**src/pkg/fdc_consts.vh**
```
// Constants for the four channel transfer engine: register offsets, fields, resets.
// Assumes byte addressing on a 32-bit classic Wishbone port, 16-bit data space.
`ifndef FDC_CONSTS_VH
`define FDC_CONSTS_VH

`define FDC_NCH 4
`define FDC_NSRC 8
`define FDC_CNT_W 14
`define FDC_DW 16

// Channel block: channel n sits at n * stride
`define FDC_CH_STRIDE 8'h10
`define FDC_OFS_CTRL 4'h0
`define FDC_OFS_PAD 4'h4
`define FDC_OFS_CNT 4'h8
`define FDC_OFS_BASE 4'hC

// Global registers
`define FDC_OFS_COL 8'h40
`define FDC_OFS_IRQ_STAT 8'h44
`define FDC_OFS_IRQ_MASK 8'h48
`define FDC_OFS_BUSY 8'h4C

// Control word fields
`define FDC_CTRL_EN 0
`define FDC_CTRL_DIR 1
`define FDC_CTRL_SRC_LO 4
`define FDC_CTRL_SRC_HI 6
`define FDC_CTRL_IDX_LO 16
`define FDC_CTRL_IDX_HI 29

// Request source numbers
`define FDC_SRC_CAN 3'h0
`define FDC_SRC_ADC 3'h1
`define FDC_SRC_SPI 3'h2
`define FDC_SRC_UART 3'h3
`define FDC_SRC_IC 3'h4
`define FDC_SRC_OC 3'h5

// Reset values
`define FDC_RST_PAD 16'h0000
`define FDC_RST_CNT 14'h0000
`define FDC_RST_BASE 16'h0000
`define FDC_RST_IRQ 8'h00

`endif

```
**src/fdc_mask_fix.v**
```verilog
// Holds no logic; the mask offset is taken from the shared constants.
// Assumes nothing of its surroundings.
`timescale 1ns/1ns
`default_nettype none
`default_nettype wire

```
**src/fdc_rr_arb.v**
```verilog
// Round robin pick among the four channels with a pending request.
// Assumes one request mask per cycle; pointer moves only on i_adv.
`timescale 1ns/1ns
`default_nettype none

module fdc_rr_arb (
  input wire i_sys_clk,
  input wire i_nrst,
  input wire [3:0] i_req,
  input wire i_adv,
  output reg [1:0] o_idx,
  output wire o_any
);

  reg [1:0] last_q;
  reg [1:0] k;
  reg [2:0] s;
  reg found;

  assign o_any = |i_req;

  // Search starting one after the last winner
  always @* begin
    o_idx = 2'h0;
    found = 1'b0;
    k = 2'h0;
    for (s = 3'h1; s <= 3'h4; s = s + 3'h1) begin
      k = last_q + s[1:0];
      if (!found && i_req[k]) begin
        o_idx = k;
        found = 1'b1;
      end
    end
  end

  always @(posedge i_sys_clk or negedge i_nrst) begin
    if (!i_nrst) begin
      last_q <= 2'h3;
    end else if (i_adv) begin
      last_q <= o_idx;
    end
  end

endmodule // fdc_rr_arb

`default_nettype wire

```
**src/fdc_dma_top.v**
```verilog
// Four channel transfer engine with Wishbone register port and data-space master.
// Assumes the data-space arbiter completes a granted access in the grant cycle,
// read data valid on the cycle after the grant; request sources pulse one cycle.
//
// Design decisions made here: the register addresses and the Wishbone interface to the registers.
`timescale 1ns/1ns
`default_nettype none
`include "fdc_consts.vh"

// What this block does
// - Four channels run independently, each set to move data to or from its chosen peripheral.
// - Every transfer moves one word between a peripheral data register and data-space memory.
// - Memory addresses span the whole 16-bit data space, not only the SRAM region.
// - Memory accesses go through a shared arbiter and the engine stalls until granted.
// - Request sources cover CAN, analog converter, SPI, UART, input capture and output compare.
// - Each channel holds a 16-bit read/write peripheral address that resets to zero.
// - Each channel holds a 14-bit read/write transfer count whose upper two bits read zero.
// - A channel completes its block after count plus one transfers.
// - A read-only collision register shows one flag per channel in bits zero to three.
module fdc_dma_top (
  input wire i_sys_clk,
  input wire i_nrst,
  input wire i_wb_cyc,
  input wire i_wb_stb,
  input wire i_wb_we,
  input wire [7:0] i_wb_adr,
  input wire [3:0] i_wb_sel,
  input wire [31:0] i_wb_dat,
  output reg [31:0] o_wb_dat,
  output reg o_wb_ack,
  input wire [`FDC_NSRC-1:0] i_src_req,
  output reg o_mem_req,
  input wire i_mem_gnt,
  output reg o_mem_we,
  output reg [15:0] o_mem_addr,
  output reg [15:0] o_mem_wdata,
  input wire [15:0] i_mem_rdata,
  output wire o_irq
);

  localparam [3:0] ST_IDLE = 4'b0001;
  localparam [3:0] ST_RD = 4'b0010;
  localparam [3:0] ST_CAP = 4'b0100;
  localparam [3:0] ST_WR = 4'b1000;

  reg [3:0] st_q;
  reg [1:0] cur_q;
  reg [15:0] data_q;
  reg [3:0] en_q;
  reg [3:0] dir_q;
  reg [2:0] src_q [0:3];
  reg [15:0] pad_q [0:3];
  reg [`FDC_CNT_W-1:0] cnt_q [0:3];
  reg [15:0] base_q [0:3];
  reg [`FDC_CNT_W-1:0] idx_q [0:3];
  reg [3:0] pend_q;
  reg [3:0] col_q;
  reg [7:0] stat_q;
  reg [7:0] mask_q;
  reg [31:0] rd_d;
  reg [3:0] trig;
  reg [3:0] col_set;
  reg [3:0] done_set;
  reg [3:0] start_clr;
  integer i, j, m;

  wire bus_req = i_wb_cyc & i_wb_stb;
  wire bus_wr = bus_req & i_wb_we & o_wb_ack;
  wire [1:0] arb_idx;
  wire arb_any;
  wire start = st_q[0] & arb_any;
  wire wr_done = st_q[3] & i_mem_gnt;

  // Byte-lane merge of a 16-bit register
  function [15:0] lane16;
    input [15:0] old;
    input [15:0] wd;
    input [1:0] sel;
    begin
      lane16 = {sel[1] ? wd[15:8] : old[15:8], sel[0] ? wd[7:0] : old[7:0]};
    end
  endfunction

  // Channel register hit
  function hit;
    input [7:0] adr;
    input [1:0] ch;
    input [3:0] ofs;
    begin
      hit = (adr[7:6] == 2'h0) && (adr[5:4] == ch) && (adr[3:0] == ofs);
    end
  endfunction

  // Memory address of the current element in a channel's block
  function [15:0] elem_addr;
    input [15:0] base;
    input [`FDC_CNT_W-1:0] idx;
    begin
      elem_addr = base + {1'b0, idx, 1'b0};
    end
  endfunction

  fdc_rr_arb u_arb (
    .i_sys_clk(i_sys_clk),
    .i_nrst(i_nrst),
    .i_req(pend_q & en_q),
    .i_adv(start),
    .o_idx(arb_idx),
    .o_any(arb_any)
  );

  // Request detection and collision events
  always @* begin
    for (j = 0; j < `FDC_NCH; j = j + 1) begin
      trig[j] = en_q[j] & i_src_req[src_q[j]];
      start_clr[j] = start && (arb_idx == j[1:0]);
      // A new request while the last is still outstanding collides
      col_set[j] = trig[j] & (pend_q[j] | (!st_q[0] && cur_q == j[1:0]));
      done_set[j] = wr_done && (cur_q == j[1:0]) && (idx_q[j] == cnt_q[j]);
    end
  end

  // Register read mux
  always @* begin
    rd_d = 32'h0000_0000;
    for (m = 0; m < `FDC_NCH; m = m + 1) begin
      if (hit(i_wb_adr, m[1:0], `FDC_OFS_CTRL)) begin
        rd_d[`FDC_CTRL_EN] = en_q[m];
        rd_d[`FDC_CTRL_DIR] = dir_q[m];
        rd_d[`FDC_CTRL_SRC_HI:`FDC_CTRL_SRC_LO] = src_q[m];
        rd_d[`FDC_CTRL_IDX_HI:`FDC_CTRL_IDX_LO] = idx_q[m];
      end
      if (hit(i_wb_adr, m[1:0], `FDC_OFS_PAD)) begin
        rd_d[15:0] = pad_q[m];
      end
      if (hit(i_wb_adr, m[1:0], `FDC_OFS_CNT)) begin
        rd_d[`FDC_CNT_W-1:0] = cnt_q[m];
      end
      if (hit(i_wb_adr, m[1:0], `FDC_OFS_BASE)) begin
        rd_d[15:0] = base_q[m];
      end
    end
    case (i_wb_adr)
      `FDC_OFS_COL: rd_d[3:0] = col_q;
      `FDC_OFS_IRQ_STAT: rd_d[7:0] = stat_q;
      `FDC_OFS_IRQ_MASK: rd_d[7:0] = mask_q;
      `FDC_OFS_BUSY: rd_d[10:0] = {~st_q[0], en_q, pend_q, cur_q};
      default: rd_d[31:0] = rd_d[31:0];
    endcase
  end

  // Wishbone slave: ack one cycle after the request, writes land on the ack edge
  always @(posedge i_sys_clk or negedge i_nrst) begin
    if (!i_nrst) begin
      o_wb_ack <= 1'b0;
      o_wb_dat <= 32'h0000_0000;
    end else begin
      o_wb_ack <= bus_req & ~o_wb_ack;
      if (bus_req & ~o_wb_ack) begin
        o_wb_dat <= rd_d;
      end
    end
  end

  // Channel registers, pending, collision and interrupt status
  always @(posedge i_sys_clk or negedge i_nrst) begin
    if (!i_nrst) begin
      en_q <= 4'h0;
      dir_q <= 4'h0;
      pend_q <= 4'h0;
      col_q <= 4'h0;
      stat_q <= `FDC_RST_IRQ;
      mask_q <= `FDC_RST_IRQ;
      for (i = 0; i < `FDC_NCH; i = i + 1) begin
        src_q[i] <= 3'h0;
        pad_q[i] <= `FDC_RST_PAD;
        cnt_q[i] <= `FDC_RST_CNT;
        base_q[i] <= `FDC_RST_BASE;
        idx_q[i] <= `FDC_RST_CNT;
      end
    end else begin
      for (i = 0; i < `FDC_NCH; i = i + 1) begin
        if (bus_wr && hit(i_wb_adr, i[1:0], `FDC_OFS_CTRL) && i_wb_sel[0]) begin
          en_q[i] <= i_wb_dat[`FDC_CTRL_EN];
          dir_q[i] <= i_wb_dat[`FDC_CTRL_DIR];
          src_q[i] <= i_wb_dat[`FDC_CTRL_SRC_HI:`FDC_CTRL_SRC_LO];
          if (!i_wb_dat[`FDC_CTRL_EN]) begin
            idx_q[i] <= `FDC_RST_CNT;
            col_q[i] <= 1'b0;
          end
        end
        // Address and count writes while enabled are the caller's hazard
        if (bus_wr && hit(i_wb_adr, i[1:0], `FDC_OFS_PAD)) begin
          pad_q[i] <= lane16(pad_q[i], i_wb_dat[15:0], i_wb_sel[1:0]);
        end
        if (bus_wr && hit(i_wb_adr, i[1:0], `FDC_OFS_CNT)) begin
          cnt_q[i] <= {i_wb_sel[1] ? i_wb_dat[13:8] : cnt_q[i][13:8],
            i_wb_sel[0] ? i_wb_dat[7:0] : cnt_q[i][7:0]};
        end
        if (bus_wr && hit(i_wb_adr, i[1:0], `FDC_OFS_BASE)) begin
          base_q[i] <= lane16(base_q[i], i_wb_dat[15:0], i_wb_sel[1:0]);
        end
        // Pending: a new request wins over the start that consumes the last
        if (trig[i]) begin
          pend_q[i] <= 1'b1;
        end else if (start_clr[i] || !en_q[i]) begin
          pend_q[i] <= 1'b0;
        end
        if (col_set[i]) begin
          col_q[i] <= 1'b1;
        end
        // Advance progress after each write-back
        if (wr_done && cur_q == i[1:0]) begin
          if (done_set[i]) begin
            idx_q[i] <= `FDC_RST_CNT;
            en_q[i] <= 1'b0;
          end else begin
            idx_q[i] <= idx_q[i] + 14'h0001;
          end
        end
      end
      if (bus_wr && i_wb_adr == `FDC_OFS_IRQ_MASK && i_wb_sel[0]) begin
        mask_q <= i_wb_dat[7:0];
      end
      // Write one to clear; a fresh event wins over the clear
      if (bus_wr && i_wb_adr == `FDC_OFS_IRQ_STAT && i_wb_sel[0]) begin
        stat_q <= (stat_q & ~i_wb_dat[7:0]) | {col_set, done_set};
      end else begin
        stat_q <= stat_q | {col_set, done_set};
      end
    end
  end

  assign o_irq = |(stat_q & mask_q);

  // Transfer engine: read source, capture, write destination
  always @(posedge i_sys_clk or negedge i_nrst) begin
    if (!i_nrst) begin
      st_q <= ST_IDLE;
      cur_q <= 2'h0;
      data_q <= 16'h0000;
      o_mem_req <= 1'b0;
      o_mem_we <= 1'b0;
      o_mem_addr <= 16'h0000;
      o_mem_wdata <= 16'h0000;
    end else begin
      case (st_q)
        ST_IDLE: begin
          if (arb_any) begin
            cur_q <= arb_idx;
            st_q <= ST_RD;
            o_mem_req <= 1'b1;
            o_mem_we <= 1'b0;
            // Peripheral to memory reads the peripheral register first
            o_mem_addr <= dir_q[arb_idx] ? elem_addr(base_q[arb_idx], idx_q[arb_idx]) :
              pad_q[arb_idx];
          end
        end
        ST_RD: begin
          if (i_mem_gnt) begin
            o_mem_req <= 1'b0;
            st_q <= ST_CAP;
          end
        end
        ST_CAP: begin
          data_q <= i_mem_rdata;
          o_mem_wdata <= i_mem_rdata;
          o_mem_req <= 1'b1;
          o_mem_we <= 1'b1;
          o_mem_addr <= dir_q[cur_q] ? pad_q[cur_q] :
            elem_addr(base_q[cur_q], idx_q[cur_q]);
          st_q <= ST_WR;
        end
        ST_WR: begin
          if (i_mem_gnt) begin
            o_mem_req <= 1'b0;
            o_mem_we <= 1'b0;
            st_q <= ST_IDLE;
          end
        end
        default: begin
          st_q <= ST_IDLE;
          o_mem_req <= 1'b0;
        end
      endcase
    end
  end

endmodule // fdc_dma_top

`default_nettype wire

```
**config.mk**
```make
export PLATFORM = sky130hd
export DESIGN_NAME = fdc_dma_top
export DESIGN_NICKNAME = d
export VERILOG_FILES = /design/src/fdc_mask_fix.v /design/src/fdc_rr_arb.v /design/src/fdc_dma_top.v
export VERILOG_INCLUDE_DIRS = /design/src /design/src/pkg
export SDC_FILE = /design/constraint.sdc
export NUM_CORES = 1
export LEC_CHECK = 0
export BUFFER_PORTS_ARGS = -buffer_cell sky130_fd_sc_hd__buf_2
export CAP_MARGIN = 20
export CORE_UTILIZATION = 29
export CTS_CLUSTER_DIAMETER = 80
export CTS_CLUSTER_SIZE = 30
export DETAILED_ROUTE_END_ITERATION = 10
export HOLD_SLACK_MARGIN = 0.12
export PLACE_DENSITY = 0.51
export SLEW_MARGIN = 10
export SYNTH_ARGS = -nofsm -noshare
export SYNTH_HDL_FRONTEND = slang
export SYNTH_SLANG_ARGS = --single-unit
export TNS_END_PERCENT = 100
```
**constraint.sdc**
```tcl
create_clock -name i_sys_clk -period 5.6 [get_ports i_sys_clk]
set_input_delay 0.84 -clock i_sys_clk [delete_from_list [all_inputs] [get_ports i_sys_clk]]
set_output_delay 0.84 -clock i_sys_clk [all_outputs]
set_load 0.01 [all_outputs]
```
After elaboration in Yosys (flattened, before gate mapping) --
Cells that the tools add are included. Widths: inputs -> output; s select.
Word-level totals: register bits after elaboration 357, bits of input ports 74
Operators by class: magnitude comparators 12, mux-type cells 128, $add $sub $neg 9, equal/unequal tests 36, bitwise gates (word level) 28, reduce and logical (&&, ||, !) cells 134
Operators by type and width (number):
- $mux 14 | 25
- $mux 16 | 19
- $bmux 16 s2 | 4
- $reduce_and 2->1 | 35
- $logic_and 1x1->1 | 63
- $add 14x1->14 const B | 4
- $bmux 14 s2 | 2
- $eq 14x14->1 | 4
- $mux 1 | 45
- $add 16x15->16 | 2
- $eq 8x7->1 const B | 4
- $pmux 16 s2 | 1
- $pmux 4 s4 | 2
- $reduce_bool 2->1 | 13
- $lt 2x3->1 const B | 6
- $ne 2x1->1 const B | 9
- $and 8x8->8 | 2
- $lt 3x4->1 const B | 4
- $mux 2 | 8
- $or 8x8->8 | 2
- $mux 3 | 5
- $and 1x1->1 | 14
- $bmux 1 s2 | 6
- $bmux 1 s3 | 4
- 28 further kinds | 64

Logic depth before layout (Yosys ltp) --
Gate-level depths: netlist of the first run.
depth in word-level cells 21, gate-level depth with buffers 21, depth with buffers taken out 17

Cells and area by module --
From an unflattened synthesis of the first run, not the netlist that was laid out.
Unflattened totals: cell total of the unflattened synthesis 2011, area total of the unflattened synthesis 22133.7 um^2
Modules (own cells, without submodules):
- fdc_dma_top | instances 1, cells each 1987, sequential area each 8884.8 um^2, area each 21927.3 um^2
- fdc_rr_arb | instances 1, cells each 24, sequential area each 52.6 um^2, area each 206.4 um^2

Worst setup path after synthesis of the first run --
Ideal clock, no wire load.
path kind flip-flop to flip-flop, from register u_arb.last_q[1], to register o_mem_addr[15], clock period less this slack 4199 ps, setup slack 1401 ps, data required time 5465 ps, cell stages (with the launch flop) 22, arrival time 4064 ps, path through dfstp_2 -> clkbuf_1 -> nand3_1 -> nor3b_1 -> a221oi_4 -> buf_4 -> buf_4 -> buf_4 -> nand2_1 -> and3_1 -> a31oi_1 -> ha_1 -> inv_1 -> fa_1 -> nand2b_1 -> a21oi_1 -> o211ai_1 -> nand3_1 -> a41oi_1 -> xnor2_1 -> a211oi_1 -> a2111oi_2
On the way: cells in the longest elaborated chain, start to end 21, elaborated cells between the ends (all ways) 40, those cells by class add/sub: 4; mux: 29; bitwise: 1; reduce/logical: 6
Ends and longest elaborated chain:
- start: declaration | line fdc_rr_arb.v:15 | reg [1:0] last_q;
- start signal: assignment | line fdc_rr_arb.v:40 | last_q <= o_idx;
- $add 2x1->2 | line fdc_rr_arb.v:28 | k = last_q + s[1:0];
- $bmux 1 s2 | line fdc_rr_arb.v:29 | if (!found && i_req[k]) begin
- $mux 1 (not written as such) | line fdc_rr_arb.v:29
- $mux 1 | line fdc_rr_arb.v:29
- $logic_not 1->1 | line fdc_rr_arb.v:29
- $logic_and 1x1->1 | line fdc_rr_arb.v:29
- $mux 1 | line fdc_rr_arb.v:29
- $logic_not 1->1 | line fdc_rr_arb.v:29
- (+4 left out)
- $mux 2 * | line fdc_rr_arb.v:29
- $not 2->3 (not written as such) | line fdc_dma_top.v:255, fdc_dma_top.v:256
- $bmux 16 s2 or $bmux 14 s2 (tied branches) | line fdc_dma_top.v:255 | o_mem_addr <= dir_q[arb_idx] ? elem_addr(base_q[arb_idx], idx_q[arb_idx]) :
- $mux 16 (not written as such) or $mux 14 (tied branches) (2 in a row) | line fdc_dma_top.v:255
- $add 16x15->16 | line fdc_dma_top.v:99 | elem_addr = base + {1'b0, idx, 1'b0};
- $mux 16 * | line fdc_dma_top.v:255
- $mux 16 * | line fdc_dma_top.v:249 | if (arb_any) begin
- $pmux 16 s2 * | line fdc_dma_top.v:247 | case (st_q)
- end signal: assignment | line fdc_dma_top.v:255
- end signal: assignment | line fdc_dma_top.v:270 | o_mem_addr <= dir_q[cur_q] ? pad_q[cur_q] :
- end: declaration | line fdc_dma_top.v:35 | output reg [15:0] o_mem_addr,
Mark *: on every way between the ends. The rest lies on a longest branch, timed or not. The select of a mux whose other input is x is not followed. A chain may end at the register's enable or synchronous reset.

Worst setup path after layout of the first run --
from register en_q[1], to register o_mem_addr[14]
On the way: cells in the longest elaborated chain, start to end 21, elaborated cells between the ends (all ways) 41, those cells by class add/sub: 1; eq/ne: 1; mux: 29; bitwise: 2; reduce/logical: 8
Ends and longest elaborated chain:
- start: declaration | line fdc_dma_top.v:49 | reg [3:0] en_q;
- start signal: indexed assignment | line fdc_dma_top.v:184 | en_q[i] <= i_wb_dat[`FDC_CTRL_EN];
- $and 4x4->4 * | line fdc_dma_top.v:106 | .i_req(pend_q & en_q),
- $bmux 1 s2 | line fdc_rr_arb.v:29
- $mux 1 (not written as such) | line fdc_rr_arb.v:29
- $mux 1 | line fdc_rr_arb.v:29
- $logic_not 1->1 | line fdc_rr_arb.v:29
- $logic_and 1x1->1 | line fdc_rr_arb.v:29
- $mux 1 | line fdc_rr_arb.v:29
- $logic_not 1->1 | line fdc_rr_arb.v:29
- (+4 left out)
- $mux 2 | line fdc_rr_arb.v:29
- $not 2->3 (not written as such) | line fdc_dma_top.v:255, fdc_dma_top.v:256
- $bmux 16 s2 or $bmux 14 s2 (tied branches) | line fdc_dma_top.v:255
- $mux 16 (not written as such) or $mux 14 (tied branches) (2 in a row) | line fdc_dma_top.v:255
- $add 16x15->16 | line fdc_dma_top.v:99
- $mux 16 | line fdc_dma_top.v:255
- $mux 16 | line fdc_dma_top.v:249
- $pmux 16 s2 | line fdc_dma_top.v:247
Marks and branches as above.

==> reports/metrics.yaml, run 1 <==
status: "finished, violations left"
violations: "design-rule violations"
grt_max_degree: 109
r2r-start: "en_q[1]"
rows: 99
intPower_mw: 3.76
dp_hpwl_microns: 62400
grt_pass1_vias: 17800
r2r_setup_slack_ps: 460
drc_errors: 17
critPathTopFamily: "compound AO/OA/AOI/OAI gates"
path_cells: "nand2_1 -> nor3b_1 -> a221o_2 -> buf_4 -> nand2_1 -> and3_1 -> a31oi_1 -> ha_1 -> o21ai_0 -> o21a_1 -> o31ai_1 -> o41ai_1 -> o21ai_0 -> xor2_1 -> a211oi_1 -> a211oi_1"
whs_ps: 217
fmax_mhz: 195
p_comb_frac: 0.058
cts-root-buf: "clkbuf_16"
ioPinCount: 142
firstDrtPassIters: 11
diodes: 0
tightest_slew_ps: 1120
postCtsSetupBuffers: 0
r2r-end: "o_mem_addr[14]"
crit_buf_inv: 1
die_area_sq_mm: 0.0750
synth-edff-count: 0
startpoint_type: "flop"
vias_per_cell: 5.82
fin_nets: 2325
coreArea_sq_mm: 0.0731
cts_tree: "built"
critPathMaxFanout: 33
cpPeakStageDelay_ps: 760
wl_microns: 84700
p_clk_frac: 0.435
initialDrtViolationCount: 2045
leakage_nw: 10.4
skew_ps: 21.8
cp.arrival_ps: 5620
die_height_microns: 274
slew_violations: 0
max-cap-violations: 0
ant_nets: 0
synth_area_sq_mm: 0.0214
maxSlewHeadroom: 0.251
yosysUniqueCellTypes: 77
clk_pin_slew_ps: 100
cp_slowest_cell: "a221o_2"
clock-sinks: 357
cts.path.max_buffers: 3
max-vdd-ir-drop_mv: 0.199
fin_setup_tns_ps: 0
min_period_over_period: 0.918
syn_avg_cell_area_sq_um: 9.90
p_seq_frac: 0.507
antenna_found_initial: 2
die_width_microns: 274
fin_ws_ps: 459
syn_inst: 2165
r2r_cells: 16
wl_per_cell_microns: 26.5
switching_share: 0.282
ys_seq_area_frac: 0.417
critPathKind: "reg2reg"
clock_latency_ps: 610
start_util: 0.293
switching_power_mw: 1.47
grt_pass1_wl_microns: 125000
port_buffers: 121
cts_resized: 0
rsz0062_at_grt: "no"
async_flop_share: 1.00
post-place-ws_ps: 593
required_ps: 6080
drive_above_1_share: 0.237
gp_congestion: 0.951
hold_viol_final: 0
grt_usage: 0.224
grt.overflow.total: 0
p_per_area_mw_per_mm2: 217
area_growth_pct: 12.4
cts_buffers: 28
cts.htree.levels: 1
holdBufCountCts: 0
p_total_mw: 5.23
via_count: 18600
period_needed_ps: 5140
setup_violations: 0
end_kind: "flop"
ys.flop_type: "dfrtp_1"
yosys_warnings: 0
ys_ff_latch: 357
hp-class: "in2async"
[stage by stage]
stage	std cells	util	cell area, sq um
2_1_floorplan	2166	-	21400
3_3_place_gp	3145	0.315	23000
3_5_place_dp	3146	0.315	23100
4_1_cts	3198	0.329	24100
5_1_grt	3198	0.329	24100
6_report	3198	0.329	24100
[flip-flops by register name (all words and copies together) (netlist names), 8 cells and up]
signal,cells
base_q,64
cnt_q,56
idx_q,56
mask_q,8
o_mem_addr,16
o_mem_wdata,16
o_wb_dat,30
pad_q,64
src_q,12
stat_q,8
[final cells by class]
cell class                 instances  area, sq um
fill                            7487        49000
multi-input combinational       1642        11800
sequential                       357         8940
tap                              959         1200
timing repair buffer             166         1010
clock buffer                      31          733
clock inverter                    21          290
inverter                          22         82.6
[metal layers]
metal | wire, microns | global-route usage | vias to the layer above
met5 | 10 | 0 | -
met4 | 3380 | 0.0772 | 2
met3 | 6360 | 0.0333 | 170
met2 | 38300 | 0.349 | 903
met1 | 36700 | 0.315 | 9436
li1 | - | - | 8114
[cell usage after synthesis (6+ instances only)]
master,count,area [sq um]
o21ai_1,10,50.1
dfrtp_1,354,8860
nand3b_1,6,45.0
o21a_1,9,67.6
xnor2_1,55,482
nor2_1,128,480
xor2_1,23,201
nor2b_1,8,50.1
and2_1,7,43.8
inv_1,20,75.1
clkbuf_1,99,372
a31oi_1,64,400
a222oi_1,25,250
o21ai_0,134,671
a21oi_1,84,420
mux2i_1,12,120
a21o_1,6,45.0
o22ai_1,14,87.6
a221oi_1,17,149
nand2b_1,21,131
buf_4,7,52.6
o31ai_1,22,165
a22o_1,13,114
nand4_1,21,131
a211oi_1,13,97.6
nor3_1,26,130
ha_1,32,400
a22oi_1,34,255
buf_2,30,150
and3_1,77,482
a311oi_1,15,131
mux4_2,57,1280
buf_1,8,30.0
nand3_1,54,270
nand2_1,343,1290
mux2_2,217,2440
[cell usage in the layout, fill, tap and decap left out, types with 54 or more instances in the layout]
cell type,n
o21ai_0,134
and3_1,77
buf_2,120
dfrtp_1,352
nand3_1,54
a21oi_1,84
xnor2_1,55
mux4_2,57
nand2_1,343
mux2_2,217
a31oi_1,64
nor2_1,128
[worst max-delay path by stage]
stage | startpoint | endpoint | depth (start not counted)
floorplan | u_arb.last_q[1] | o_mem_addr[15] | 21
global placement | en_q[1] | o_mem_addr[14] | 16
detailed placement | en_q[1] | o_mem_addr[14] | 16
CTS | en_q[1] | o_mem_addr[14] | 16
global route | en_q[1] | o_mem_addr[14] | 16
finish | en_q[1] | o_mem_addr[14] | 16
[power groups by stage]
stage | clock network, mW | logic, mW | registers [mW]
floorplan | 0 | 0.105 | 2.70
global placement | 0 | 0.303 | 2.70
detailed placement | 0 | 0.306 | 2.70
CTS | 2.33 | 0.308 | 2.65
global route | 2.43 | 0.331 | 2.65
finish | 2.28 | 0.304 | 2.65
[cell families after synthesis]
family	Yosys count	synth area share
multiplexers	288	0.182
XOR/XNOR	78	0.0319
flip-flops	357	0.417
buffers and inverters	167	0.0326
AO/OA/AOI/OAI	506	0.156
other	1	0.000175
AND/OR/NAND/NOR	734	0.160
adder cells (fa/ha/maj)	34	0.0206
Note: power is estimated with default switching activity, not from simulation.
==> run 2: changes to the inputs <==
- ABC_CLOCK_PERIOD_IN_PS: default -> 5600
- CORE_UTILIZATION: 29 -> 62
- PLACE_DENSITY: 0.51 -> 0.81
==> reports/metrics.yaml, run 2 (synthesized netlist as in run 1, its figures left out) <==
status: "finished clean"
die_area_sq_mm: 0.0353  # -53%
grtUsageMet1: 0.579  # +0.264
setup_violations: 0  # unchanged
drive_above_1_share: 0.229  # -0.00781
period_needed_ps: 4990  # -153 ps
holdBufCountCts: 0  # unchanged
hold_viol_final: 0  # unchanged
grt_max_degree: 140  # +28%
p_per_area_mw_per_mm2: 210  # -3.3%
area_growth_pct: 7.92
port_buffers: 121  # unchanged
min_period_over_period: 0.891  # -0.0273
use_met2: 0.655  # +0.305
cts.path.max_buffers: 3  # unchanged
wl_per_cell_microns: 28.7  # +8.2%
skew_ps: 27.6  # +5.75 ps
cts_buffers: 21  # -25%
maxSlewHeadroom: 0.306  # +0.0547
place_area_sq_mm: 0.0223  # -3.2%
drc_errors: 0  # -17
gp_congestion: 1.01  # +5.7%
die_height_microns: 188  # -31%
cts-root-buf: "clkbuf_16"
initialDrtViolationCount: 2939  # +44%
required_ps: 6040  # -40 ps
rsz0062_at_grt: "no"
startpoint_type: "flop"
coreArea_sq_mm: 0.0338  # -54%
start_util: 0.634  # +0.341
clock-sinks: 357  # unchanged
dp_hpwl_microns: 54200  # -13%
reg.largest.list: "base_q x64, pad_q x64"
firstDrtPassIters: 11  # unchanged
grt.overflow.total: 0  # unchanged
grt_pass1_wl_microns: 115000  # -8.2%
cp.arrival_ps: 5430  # -190 ps
max-vdd-ir-drop_mv: 0.310  # +56%
fin_setup_tns_ps: 0  # unchanged
fillCellCount: 2648  # -65%
via_count: 19300  # +3.6%
r2r_cells: 16  # unchanged
p_total_mw: 4.86  # -7.1%
layout_common_cells: "352 x dfrtp_1, 343 x nand2_1, 217 x mux2_2"
top_usage_layer: "met2"
ant_nets: 0  # unchanged
slew_violations: 0  # unchanged
wl_microns: 76400  # -9.8%
max-cap-violations: 0  # unchanged
leakage_nw: 10.2  # -1.7%
clock_latency_ps: 570  # -40 ps
vias_per_cell: 7.24  # +24%
cts_tree: "built"
cts.htree.levels: 1  # unchanged
grt_pass1_vias: 18400  # +3.6%
finalInstanceArea_sq_mm: 0.0231  # -4.0%
hp-class: "in2async"
end_kind: "flop"
fin_nets: 2310  # -0.65%
critPathKind: "reg2reg"
cts_resized: 0  # unchanged
critPathMaxFanout: 34  # +3.0%
rows: 67  # -32%
clk_pin_slew_ps: 110  # about the same
postCtsSetupBuffers: 0  # unchanged
antenna_found_initial: 2  # unchanged
die_width_microns: 188  # -31%
fmax_mhz: 200  # +3.1%
grt_usage: 0.433  # +0.209
layout_commonest_cell: "dfrtp_1"
tightest_slew_ps: 1040  # -81.8 ps
use_met3: 0.0926  # +0.0593
ioPinCount: 142  # unchanged
run 2: cell type report:
type	instances	area (sq um)	share of cell area
diodes	2	5.00	0.000216
inverters	22	82.6	0.00357
clock buffers	23	533	0.0230
repair buffers	158	928	0.0401
multi-input cells	1642	11800	0.511
clock inverters	13	255	0.0110
flip-flops and latches	357	8940	0.387
well taps	448	561	0.0242
run 2: final timing paths:
kind                                  from         endpoint  slack [ps]
max in group asynchronous           i_nrst         cur_q[0]        3850
min reg2reg                o_mem_wdata[15]  o_mem_wdata[15]         480
max                                en_q[3]   o_mem_addr[14]         610
max reg2reg                        en_q[3]   o_mem_addr[14]         610
min                                 i_nrst        idx_q[25]         270
min in group i_sys_clk      i_mem_rdata[9]   o_mem_wdata[9]         460
run 2: metal layers:
layer  vias to the layer above  routed length, microns
li1                       8042                       -
met5                         -                       0
met4                         0                    5420
met2                      1470                   33900
met3                       340                    8790
met1                      9439                   28300
run 2: report_power, final:
part / total, mW / internal, mW / switching (mW)
sequential: 2.65 / 2.62 / 0.0345
combinational: 0.293 / 0.0895 / 0.203
clock: 1.91 / 0.826 / 1.09
total: 4.86 / 3.53 / 1.32
run 2: worst max-delay path, stage by stage (launching register included):
cell and delay [ps]:
dfrtp_1 570, nand3_1 180, nor3b_1 400, a221o_2 740, buf_4 360, nand2_1 70
and3_1 180, a31oi_1 320, ha_1 360, and2_1 160, o21ai_0 150, o31ai_1 130
o41ai_1 470, o21ai_0 200, xor2_1 190, a211oi_1 280, a211oi_1 80
run 2: through the flow:
step	hold WS, ps	worst slack [ps]	util	cells
finish	274	612	0.685	2665
global route	329	165	0.684	2663
CTS	302	782	0.684	2662
detailed placement	461	815	0.661	2626
global placement	454	851	0.661	2626
floorplan	458	1400	-	2166
